[src/verilog/rcod_pkg.sv]
package rcod_pkg;
	// Register byte addresses on the AXI4-Lite bus.
	localparam int unsigned    ADDR_W      = 4;
	localparam logic [3:0]     CTRL_ADDR   = 4'h0;
	localparam logic [3:0]     STAT_ADDR   = 4'h4;
	// Control register field positions and reset value.
	localparam int unsigned    EN_BIT      = 15;
	localparam int unsigned    SLP_BIT     = 13;
	localparam int unsigned    SEL_BIT     = 12;
	localparam int unsigned    DIV_LSB     = 8;
	localparam int unsigned    DIV_W       = 4;
	localparam logic [15:0]    CTRL_MASK   = 16'hbf00;
	localparam logic [15:0]    CTRL_RESET  = 16'h0000;
	// Status register field positions.
	localparam int unsigned    ST_OUT_BIT  = 15;
	localparam int unsigned    ST_RUN_BIT  = 14;
	localparam int unsigned    ST_PD_BIT   = 13;
	localparam int unsigned    ST_SEL_BIT  = 12;
	localparam int unsigned    ST_DIV_LSB  = 8;
	// Divider counter width covers a ratio of up to 32768.
	localparam int unsigned    CNT_W       = 15;
	localparam logic [3:0]     DIV_PASS    = 4'h0;
	// AXI response codes.
	localparam logic [1:0]     RESP_OKAY   = 2'h0;
	localparam logic [1:0]     RESP_SLVERR = 2'h2;

	// Requests driven by the bus master.
	typedef struct packed {
		logic              awvalid;
		logic [ADDR_W-1:0] awaddr;
		logic              wvalid;
		logic [31:0]       wdata;
		logic [3:0]        wstrb;
		logic              bready;
		logic              arvalid;
		logic [ADDR_W-1:0] araddr;
		logic              rready;
	} rcod_axil_req_t;

	// Answers driven by this slave.
	typedef struct packed {
		logic              awready;
		logic              wready;
		logic              bvalid;
		logic [1:0]        bresp;
		logic              arready;
		logic              rvalid;
		logic [31:0]       rdata;
		logic [1:0]        rresp;
	} rcod_axil_rsp_t;

	// Clock inputs and power state seen by the generator.
	typedef struct packed {
		logic       posc_level;
		logic       sysclk_level;
		logic [2:0] current_clock_source;
		logic       primary_osc_sleep_enable;
		logic       sleep;
	} rcod_clk_in_t;
endpackage

[src/verilog/rcod_top.sv]
// Our own choices: the AXI4-Lite interface to the registers and the register offsets.
module rcod_top (
	input  wire logic                    sys_clk,
	input  wire logic                    rst,
	input  wire rcod_pkg::rcod_axil_req_t axi_req,
	output      rcod_pkg::rcod_axil_rsp_t axi_rsp,
	input  wire rcod_pkg::rcod_clk_in_t  clk_in,
	output logic                         reference_output_pin,
	output logic                         posc_power_down
);
	import rcod_pkg::*;

	// The whole state of the block in one record.
	typedef struct packed {
		logic [15:0]       ctrl;      // Software control word.
		logic              act_sel;   // Source in use by the divider.
		logic [3:0]        act_div;   // Ratio exponent in use.
		logic [2:0]        act_cur;   // System source seen at last load.
		logic [CNT_W-1:0]  cnt;       // Source edge counter.
		logic              src_prev;  // Source level one cycle ago.
		logic              out;       // Reference output level.
		logic              pd;        // Oscillator power-down request.
		logic              running;   // Generator is producing a clock.
		logic              awready;   // Write address may be taken.
		logic              wready;    // Write data may be taken.
		logic              aw_have;   // Write address held.
		logic [ADDR_W-1:0] aw_addr;   // Held write address.
		logic              w_have;    // Write data held.
		logic [31:0]       wdata;     // Held write data.
		logic [3:0]        wstrb;     // Held byte strobes.
		logic              bvalid;    // Write answer pending.
		logic [1:0]        bresp;     // Write answer code.
		logic              arready;   // Read address may be taken.
		logic              rvalid;    // Read answer pending.
		logic [31:0]       rdata;     // Read answer data.
		logic [1:0]        rresp;     // Read answer code.
	} rcod_state_t;

	rcod_state_t st_reg;   // Registered state.
	rcod_state_t st_next;  // Next state.

	// Mask of counter bits that belong to a ratio of two to the n.
	function automatic logic [CNT_W-1:0] div_mask(input logic [3:0] n);
		logic [CNT_W:0] full;
		full = (CNT_W+1)'(1) << n;
		div_mask = CNT_W'(full - (CNT_W+1)'(1));
	endfunction

	logic src;       // Level of the source the divider uses.
	logic src_rise;  // Rising edge of that source.
	logic keep_slp;  // All three conditions for running in sleep.
	logic run;       // Generator allowed to run this cycle.

	// Source choice, edge detect and sleep gating.
	always_comb begin
		// The active select, not the control bit, picks the source, so a
		// new choice only takes effect at a period boundary.
		src = st_reg.act_sel ?
			clk_in.posc_level : clk_in.sysclk_level;
		src_rise = src & ~st_reg.src_prev;
		// Sleep gating does not look at which mode clocks the system.
		keep_slp = st_reg.ctrl[SLP_BIT] & st_reg.ctrl[SEL_BIT] &
			clk_in.primary_osc_sleep_enable;
		run = st_reg.ctrl[EN_BIT] &
			(~clk_in.sleep | keep_slp);
	end

	// Next-state logic for the generator and the bus slave.
	always_comb begin
		st_next = st_reg;
		st_next.src_prev = src;
		st_next.running = run;
		st_next.pd = clk_in.sleep & ~keep_slp;
		if (!run) begin
			// Held low and reset so that enabling starts a whole period.
			st_next.cnt = '0;
			st_next.out = 1'b0;
			st_next.act_sel = st_reg.ctrl[SEL_BIT];
			st_next.act_div = st_reg.ctrl[DIV_LSB +: DIV_W];
			st_next.act_cur = clk_in.current_clock_source;
		end else begin
			// New settings are taken only in the low phase at a period
			// boundary; this costs up to one period of latency but never
			// cuts a pulse short.
			if (!st_reg.out && st_reg.cnt == '0 &&
			    (st_reg.act_sel != st_reg.ctrl[SEL_BIT] ||
			     st_reg.act_div != st_reg.ctrl[DIV_LSB +: DIV_W] ||
			     st_reg.act_cur != clk_in.current_clock_source)) begin
				st_next.act_sel = st_reg.ctrl[SEL_BIT];
				st_next.act_div = st_reg.ctrl[DIV_LSB +: DIV_W];
				st_next.act_cur = clk_in.current_clock_source;
			end else if (st_reg.act_div == DIV_PASS) begin
				// Ratio one passes the source through.
				st_next.out = src;
			end else if (src_rise) begin
				// The top bit of the masked count is the divided clock.
				st_next.cnt = (st_reg.cnt + CNT_W'(1)) &
					div_mask(st_reg.act_div);
				st_next.out = st_next.cnt[st_reg.act_div - 4'h1];
			end
		end

		// Write address and data are taken in either order.
		if (axi_req.awvalid && st_reg.awready) begin
			st_next.aw_have = 1'b1;
			st_next.aw_addr = axi_req.awaddr;
		end
		if (axi_req.wvalid && st_reg.wready) begin
			st_next.w_have = 1'b1;
			st_next.wdata = axi_req.wdata;
			st_next.wstrb = axi_req.wstrb;
		end
		if (st_reg.bvalid && axi_req.bready) begin
			st_next.bvalid = 1'b0;
		end
		// Both halves present and no answer pending: perform the write.
		if (st_reg.aw_have && st_reg.w_have && !st_reg.bvalid) begin
			st_next.aw_have = 1'b0;
			st_next.w_have = 1'b0;
			st_next.bvalid = 1'b1;
			if (st_reg.aw_addr == CTRL_ADDR) begin
				st_next.bresp = RESP_OKAY;
				// Only the upper byte holds bits; the lower reads zero.
				if (st_reg.wstrb[1]) begin
					st_next.ctrl = {st_reg.wdata[15:8], 8'h00} & CTRL_MASK;
				end
			end else if (st_reg.aw_addr == STAT_ADDR) begin
				st_next.bresp = RESP_OKAY;  // Status is read only.
			end else begin
				st_next.bresp = RESP_SLVERR;  // Unmapped address.
			end
		end
		st_next.awready = ~st_next.aw_have;
		st_next.wready = ~st_next.w_have;

		// Read channel: one read in flight at a time.
		if (st_reg.rvalid && axi_req.rready) begin
			st_next.rvalid = 1'b0;
		end
		if (axi_req.arvalid && st_reg.arready) begin
			st_next.rvalid = 1'b1;
			st_next.rresp = RESP_OKAY;
			st_next.rdata = 32'h0000_0000;
			if (axi_req.araddr == CTRL_ADDR) begin
				st_next.rdata[15:0] = st_reg.ctrl;
			end else if (axi_req.araddr == STAT_ADDR) begin
				st_next.rdata[ST_OUT_BIT] = st_reg.out;
				st_next.rdata[ST_RUN_BIT] = st_reg.running;
				st_next.rdata[ST_PD_BIT] = st_reg.pd;
				st_next.rdata[ST_SEL_BIT] = st_reg.act_sel;
				st_next.rdata[ST_DIV_LSB +: DIV_W] = st_reg.act_div;
				st_next.rdata[2:0] = st_reg.act_cur;
			end else begin
				st_next.rresp = RESP_SLVERR;  // Unmapped address.
			end
		end
		st_next.arready = ~st_next.rvalid;
	end

	// State register with synchronous reset.
	always_ff @(posedge sys_clk) begin
		if (rst) begin
			st_reg <= '0;
			st_reg.ctrl <= CTRL_RESET;
		end else begin
			st_reg <= st_next;
		end
	end

	// Outputs come straight from the state register; the bus answer is
	// gathered in one assignment so that it has a single driver.
	assign reference_output_pin = st_reg.out;
	assign posc_power_down = st_reg.pd;
	assign axi_rsp = '{
		awready: st_reg.awready,
		wready:  st_reg.wready,
		bvalid:  st_reg.bvalid,
		bresp:   st_reg.bresp,
		arready: st_reg.arready,
		rvalid:  st_reg.rvalid,
		rdata:   st_reg.rdata,
		rresp:   st_reg.rresp
	};
endmodule

[config.mk]
export PLATFORM = sky130hd
export DESIGN_NAME = rcod_top
export DESIGN_NICKNAME = d
export VERILOG_FILES = /design/src/verilog/rcod_pkg.sv /design/src/verilog/rcod_top.sv
export SDC_FILE = /design/constraint.sdc
export NUM_CORES = 1
export LEC_CHECK = 0
export BUFFER_PORTS_ARGS = -buffer_cell sky130_fd_sc_hd__buf_2
export CORE_ASPECT_RATIO = 0.6
export CORE_MARGIN = 4
export CORE_UTILIZATION = 40
export DETAILED_ROUTE_END_ITERATION = 10
export HOLD_SLACK_MARGIN = 0.02
export PLACE_DENSITY_LB_ADDON = 0.12
export SYNTH_ARGS = -nofsm -noshare
export SYNTH_HDL_FRONTEND = slang
export SYNTH_SLANG_ARGS = --single-unit
export TNS_END_PERCENT = 5
[constraint.sdc]
create_clock -name sys_clk -period 3.2 [get_ports sys_clk]
set_input_delay 0.64 -clock sys_clk [delete_from_list [all_inputs] [get_ports sys_clk]]
set_output_delay 0.64 -clock sys_clk [all_outputs]
set_load 0.005 [all_outputs]
Yosys cells after proc, flatten, opt, wreduce, memory -nomap -nowiden
Index checks and enable logic that the tools add are counted.

Output and inout bits: 43. Input port bits: 58. Memories kept: 0. Memory bits (read-only): 0. Register bits: 96. Memory bits (writable): 0. Latch bits: 0. Logic and storage cells: 98.

Reduce and logical (&&, ||, !) cells: 23. Bitwise gates (word level): 16. Shifts and indexed selects: 1. Equality and inequality tests: 6. Multipliers: 0. Add/subtract/negate cells: 3. Muxes and demuxes: 26. Div/mod/pow operators: 0. Order comparisons: 1.

Operators with widths (count): 2-to-1 mux 15 bit (3); 2-to-1 mux 37 bit (1); 2-to-1 mux 35 bit (1); 2-to-1 mux 8 bit (3); 2-to-1 mux 23 bit (1); adder 15 x 1 -> 15 bit, second input constant (1); AND 15 bit (1); logical NOT 15 bit (1); left shift 1 x 4 -> 15 bit, first input constant (1); subtractor 15 x 1 -> 15 bit, second input constant (1); logical NOT 4 bit (3); logical AND 1 bit (9); 2-to-1 mux 3 bit (3); inverter 1 bit (9); equality test 4 x 3 -> 1 bit, second input constant (2); 2-to-1 mux 1 bit (8); 2-to-1 mux 2 bit (4); AND reduction 3 bit (2); AND 1 bit (5); < comparator 4 x 5 -> 1 bit, second input constant (1); 2-to-1 mux 5 bit (1); binary-select mux 1 bit (select 4 bit) (1); inequality test 4 bit (1); nonzero test 2 bit (2); 9 further kinds (11).

Depth between registers and ports, before layout
Word-level depth: 7. Depth in mapped cells: 13. Mapped depth without buffers: 10.

Worst setup path before layout
No wires, ideal clock.

Kind: reg-to-reg. From: register st_reg[105] (netlist name). To: register st_reg[97] (netlist name). Library setup time: 0.070 ns. Arrival time: 2.883 ns. Path buffers: 3. Setup slack: 0.247 ns. Required time: 3.130 ns. Stages on the path, launching flop included: 13. Clock period less this slack: 2.953 ns. Cell sequence: dfxtp_1 > inv_1 > ha_1 > clkbuf_1 > clkbuf_1 > nand2_1 > ha_1 > clkbuf_1 > nor3b_1 > o21ai_0 > and3_1 > or4b_1 > a21oi_1.

Cells in the longest elaborated chain, start to end: 6. Elaborated cells between the ends (all ways): 11. Those cells by class: add/sub (1); eq/ne (1); shift (1); bitwise (3); reduce/logical (5).

RTL lines: start: declaration (line rcod_top.sv:39) `rcod_state_t st_reg;`; start signal: assignment (line rcod_top.sv:166) `st_reg <= st_next;`; parallel branches: the longest is 6 deep, another holds subtractor 15 x 1 -> 15 bit.

Parallel ways; which one is timed is not known. A chain may end at the register's enable or synchronous reset.

Final worst setup path
From: register st_reg[108] (netlist name). To: register st_reg (netlist bit reference_output_pin).

Cells in the longest elaborated chain, start to end: 7. Elaborated cells between the ends (all ways): 16. Those cells by class: add/sub (2); eq/ne (1); shift (1); mux (4); bitwise (2); reduce/logical (6).

RTL lines: left shift 1 x 4 -> 15 bit (line rcod_top.sv:45) `full = (CNT_W+1)'(1) << n;`; subtractor 15 x 1 -> 15 bit (line rcod_top.sv:46) `div_mask = CNT_W'(full - (CNT_W+1)'(1));`; AND 15 bit (line rcod_top.sv:97) `st_next.cnt = (st_reg.cnt + CNT_W'(1)) &`; binary-select mux 1 bit (select 4 bit) (line rcod_top.sv:99) `st_next.out = st_next.cnt[st_reg.act_div - 4'h1];`; 2-to-1 mux 1 bit (not written as such) (line rcod_top.sv:99); 2-to-1 mux 1 bit (line rcod_top.sv:95) `end else if (src_rise) begin`; 2-to-1 mux 1 bit (line rcod_top.sv:92) `end else if (st_reg.act_div == DIV_PASS) begin`.

Several ways; a longest one is shown, not always the timed one. The select of a mux whose other input is x is not followed.

==> summary.txt <==
Final layout
  • Flip-flop and latch area: 0.00132 sq mm
  • Largest register FFs: 46
  • # fillers: 945
  • Final nets: 584
  • P&R area growth vs syn: 12.6%
  • Multi-input logic area: 0.00221 sq mm
  • Layout cells sized above 1: 16.3%
  • Ant. Diodes: 0

Routing
  • First drt pass iteration count: 5
  • WL final: 9970 microns
  • Via-to-Cell Ratio: 5.31
  • Drt drc: 0
  • Initial DRC count: 312
  • Wire length per cell: 15.3 microns
  • DRT antenna net count: 0
  • Vias after detailed routing: 3465

STA
  • Fin crit share: 90.2%
  • Final setup vio count: 0
  • Slew Viols, Final: 0
  • Clock skew: 0.00518 ns
  • Setup TNS: 0 ns
  • Relative slew slack: 54.6%
  • Min Clock Period, post-route: 2.89 ns
  • Worst-Margin Slew: 0.675 ns
  • Fmax: 346 MHz
  • RSZ-0062 raised after global routing: false
  • Final hold vios: 0

GRT
  • Vias in the first global route: 3060
  • Gr usage total: 17.7%
  • Initial antenna violation count: 0
  • GRT Residual Overflow: 0
  • Largest net degree at the start of global routing: 50
  • First-pass GRT wire length: 16300 microns

Run status
  • Status: complete, no violations

Power and ir drop
  • Internal power: 1.65 mW
  • Max IR drop VDD: 0.000271 V
  • P_sw: 0.459 mW
  • PwrDens: 474 mW/mm^2
  • Static Leak: 1.87 nW
  • Total power: 2.11 mW
  • Sw Share: 21.8%
  • Flop pwr share: 40.7%
  • Comb pwr share: 4.8%
  • Clk pwr share: 54.5%

Floorplanning
  • Die height: 85.0 microns
  • CORE AREA: 0.00939 sq mm
  • I/O pins: 101
  • Cell Rows: 27
  • Die Width: 136 microns
  • Starting Density: 42.1%
  • Die area: 0.0116 sq mm

Worst hold path
  • Hold path depth: 2
  • Min-Delay Endpoint: axi_rsp[2]$_SDFFE_PP0P_
  • Hold_sp: axi_rsp[2]$_SDFFE_PP0P_
  • Hold crit path type: reg2reg

Synth
  • Yosys top cell by area: dfxtp_1
  • Cells after Synth: 496
  • FF+latch count, synth: 66
  • Synth unique cells: 63
  • Post-Syn Area: 0.00395 sq mm
  • Most common flop cell mapped by yosys: dfxtp_1
  • Most numerous cell in the Yosys netlist: dfxtp_1
  • Syn Area/Cell: 7.96 sq um
  • Ys Warns: 0
  • EDFF count, synth: 0
  • Synth top area share: 33.4%
  • Largest cells by area after synthesis: dfxtp_1 33%, buf_4 7.8%, mux2i_1 6.8%, a21oi_1 5.4%, nor2_1 4.7%
  • Asr flop ratio synth: 0%
  • Most common library cells after synthesis: 66 x dfxtp_1, 49 x nor2_1, 43 x a21oi_1
  • Sequential share of the synthesized area: 33.4%

Clock tree
  • CTS Root Buffer Type: clkbuf_16
  • Post-CTS Setup Bufs: 0
  • H-tree depth: 3
  • Total CTS buffers: 9
  • Maximum clock insertion buffer count: 2
  • Sink Count: 66
  • Hold-fix buffers at CTS: 0
  • Reg clk slew, reported paths: 0.05 ns
  • Post-cts resize count: 0
  • TritonCTS clock tree: done
  • Worst skew pair latency: 0.33 ns

Setup path
  • FF-to-FF setup slack: 0.31 ns
  • CP top delay family: simple AND/OR/NAND/NOR gates
  • Reg2Reg Depth: 10
  • Startpoint types: register
  • Largest stage delay, worst path: 0.64 ns
  • Crit-path slowest cell: or4_1
  • Buffer and inverter count on the worst path: 1
  • CP Class: reg2reg
  • Worst-path maximum fanout: 10
  • Critical-path cell list: nor2_1 > nand2_1 > ha_1 > buf_4 > and2_1 > or4_1 > nand3_1 > o311ai_0 > a21oi_1 > o211ai_1
  • R2r startpoint: st_reg[108]$_SDFFE_PP0P_
  • CP required: 3.40 ns
  • RR Endpoint: reference_output_pin$_SDFFE_PP0P_
  • Crit end category: register
  • CP Data Arrival Time: 3.09 ns

Placed design
  • DP HPWL: 7350 microns
  • Port Buffers: 49
  • RePlAce Congestion: 0.865

Job
  • MaxCap Viol Count: 0
## worst max path at each step
stage                             startpoint                                end  slack (ns)  cells after the start
floorplan           st_reg[105]$_SDFFE_PP0P_            st_reg[97]$_SDFFE_PP0P_        0.25                     12
global placement    st_reg[108]$_SDFFE_PP0P_  reference_output_pin$_SDFFE_PP0P_        0.45                     10
detailed placement  st_reg[108]$_SDFFE_PP0P_  reference_output_pin$_SDFFE_PP0P_        0.43                     10
CTS                 st_reg[108]$_SDFFE_PP0P_  reference_output_pin$_SDFFE_PP0P_        0.42                     10
global route        st_reg[108]$_SDFFE_PP0P_  reference_output_pin$_SDFFE_PP0P_        0.20                     10
finish              st_reg[108]$_SDFFE_PP0P_  reference_output_pin$_SDFFE_PP0P_        0.31                     10
## cells by family after synthesis
group	after synthesis	synth area share, %
compound gates	100	15.7
simple gates	186	24.0
buf+inv	87	12.7
xor+xnor	21	4.66
flops	66	33.4
mux	27	6.84
other cells	1	0.0949
fa+ha+maj	8	2.53
## per-layer routing
layer	vias up	share of wire, %	wire (microns)	GRT usage, %
li1	1737	-	-	-
met4	0	0.84	84	4.48
met3	9	7.5	748	5.04
met5	-	0	0	0
met1	1593	55	5440	28.2
met2	126	37	3700	22.5
## cell type report
type	instances	area share, %
clock inverters	7	2.81
repair buffers	64	8.04
flip-flops and latches	66	29.7
well taps	130	3.66
inverters	12	1.01
clock buffers	9	5.06
multi-input cells	365	49.7
## worst reg2reg max path, stage by stage (launching register included)
cell	delay [ns]
dfxtp_1	0.31
nor2_1	0.42
nand2_1	0.20
ha_1	0.26
buf_4	0.18
and2_1	0.17
or4_1	0.64
nand3_1	0.13
o311ai_0	0.13
a21oi_1	0.21
o211ai_1	0.10
## power groups by stage
| stage | Clock, mW | Combinational [mW] | Sequential (mW) |
|---|---|---|---|
| 2_1_floorplan | 0 | 0.0951 | 0.868 |
| 3_3_place_gp | 0 | 0.101 | 0.874 |
| 3_5_place_dp | 0 | 0.101 | 0.875 |
| 4_1_cts | 1.18 | 0.102 | 0.857 |
| 5_1_grt | 1.22 | 0.116 | 0.860 |
| 6_report | 1.15 | 0.102 | 0.857 |
## layout by cell type (no fill, tap or decap), types with 4 or more instances in the layout
cell       instances
nor3_1            20
conb_1            23
o21ai_0           19
ha_1               8
or4_1              5
nand4_1            7
buf_4             15
dfxtp_1           66
nand3_1           24
mux2i_1           27
nor4_1            10
xnor2_1            8
buf_2             49
clkbuf_16          9
nor2b_1            4
inv_1             12
xor2_1            13
and3_1             5
nor2_1            49
a21oi_1           43
nand2_1           39
## through the flow
stage / cell area [sq um] / utilization [%] / worst slack (ns) / instances / hold WS, ns
global route: 4450 / 47.4 / 0.204 / 653 / 0.467
global placement: 4100 / 43.6 / 0.446 / 637 / 0.439
finish: 4450 / 47.4 / 0.314 / 653 / 0.448
floorplan: 4030 / - / 0.247 / 518 / 0.431
CTS: 4450 / 47.4 / 0.419 / 653 / 0.450
detailed placement: 4100 / 43.6 / 0.425 / 637 / 0.444
No activity file was read; power rests on OpenSTA's default activity.
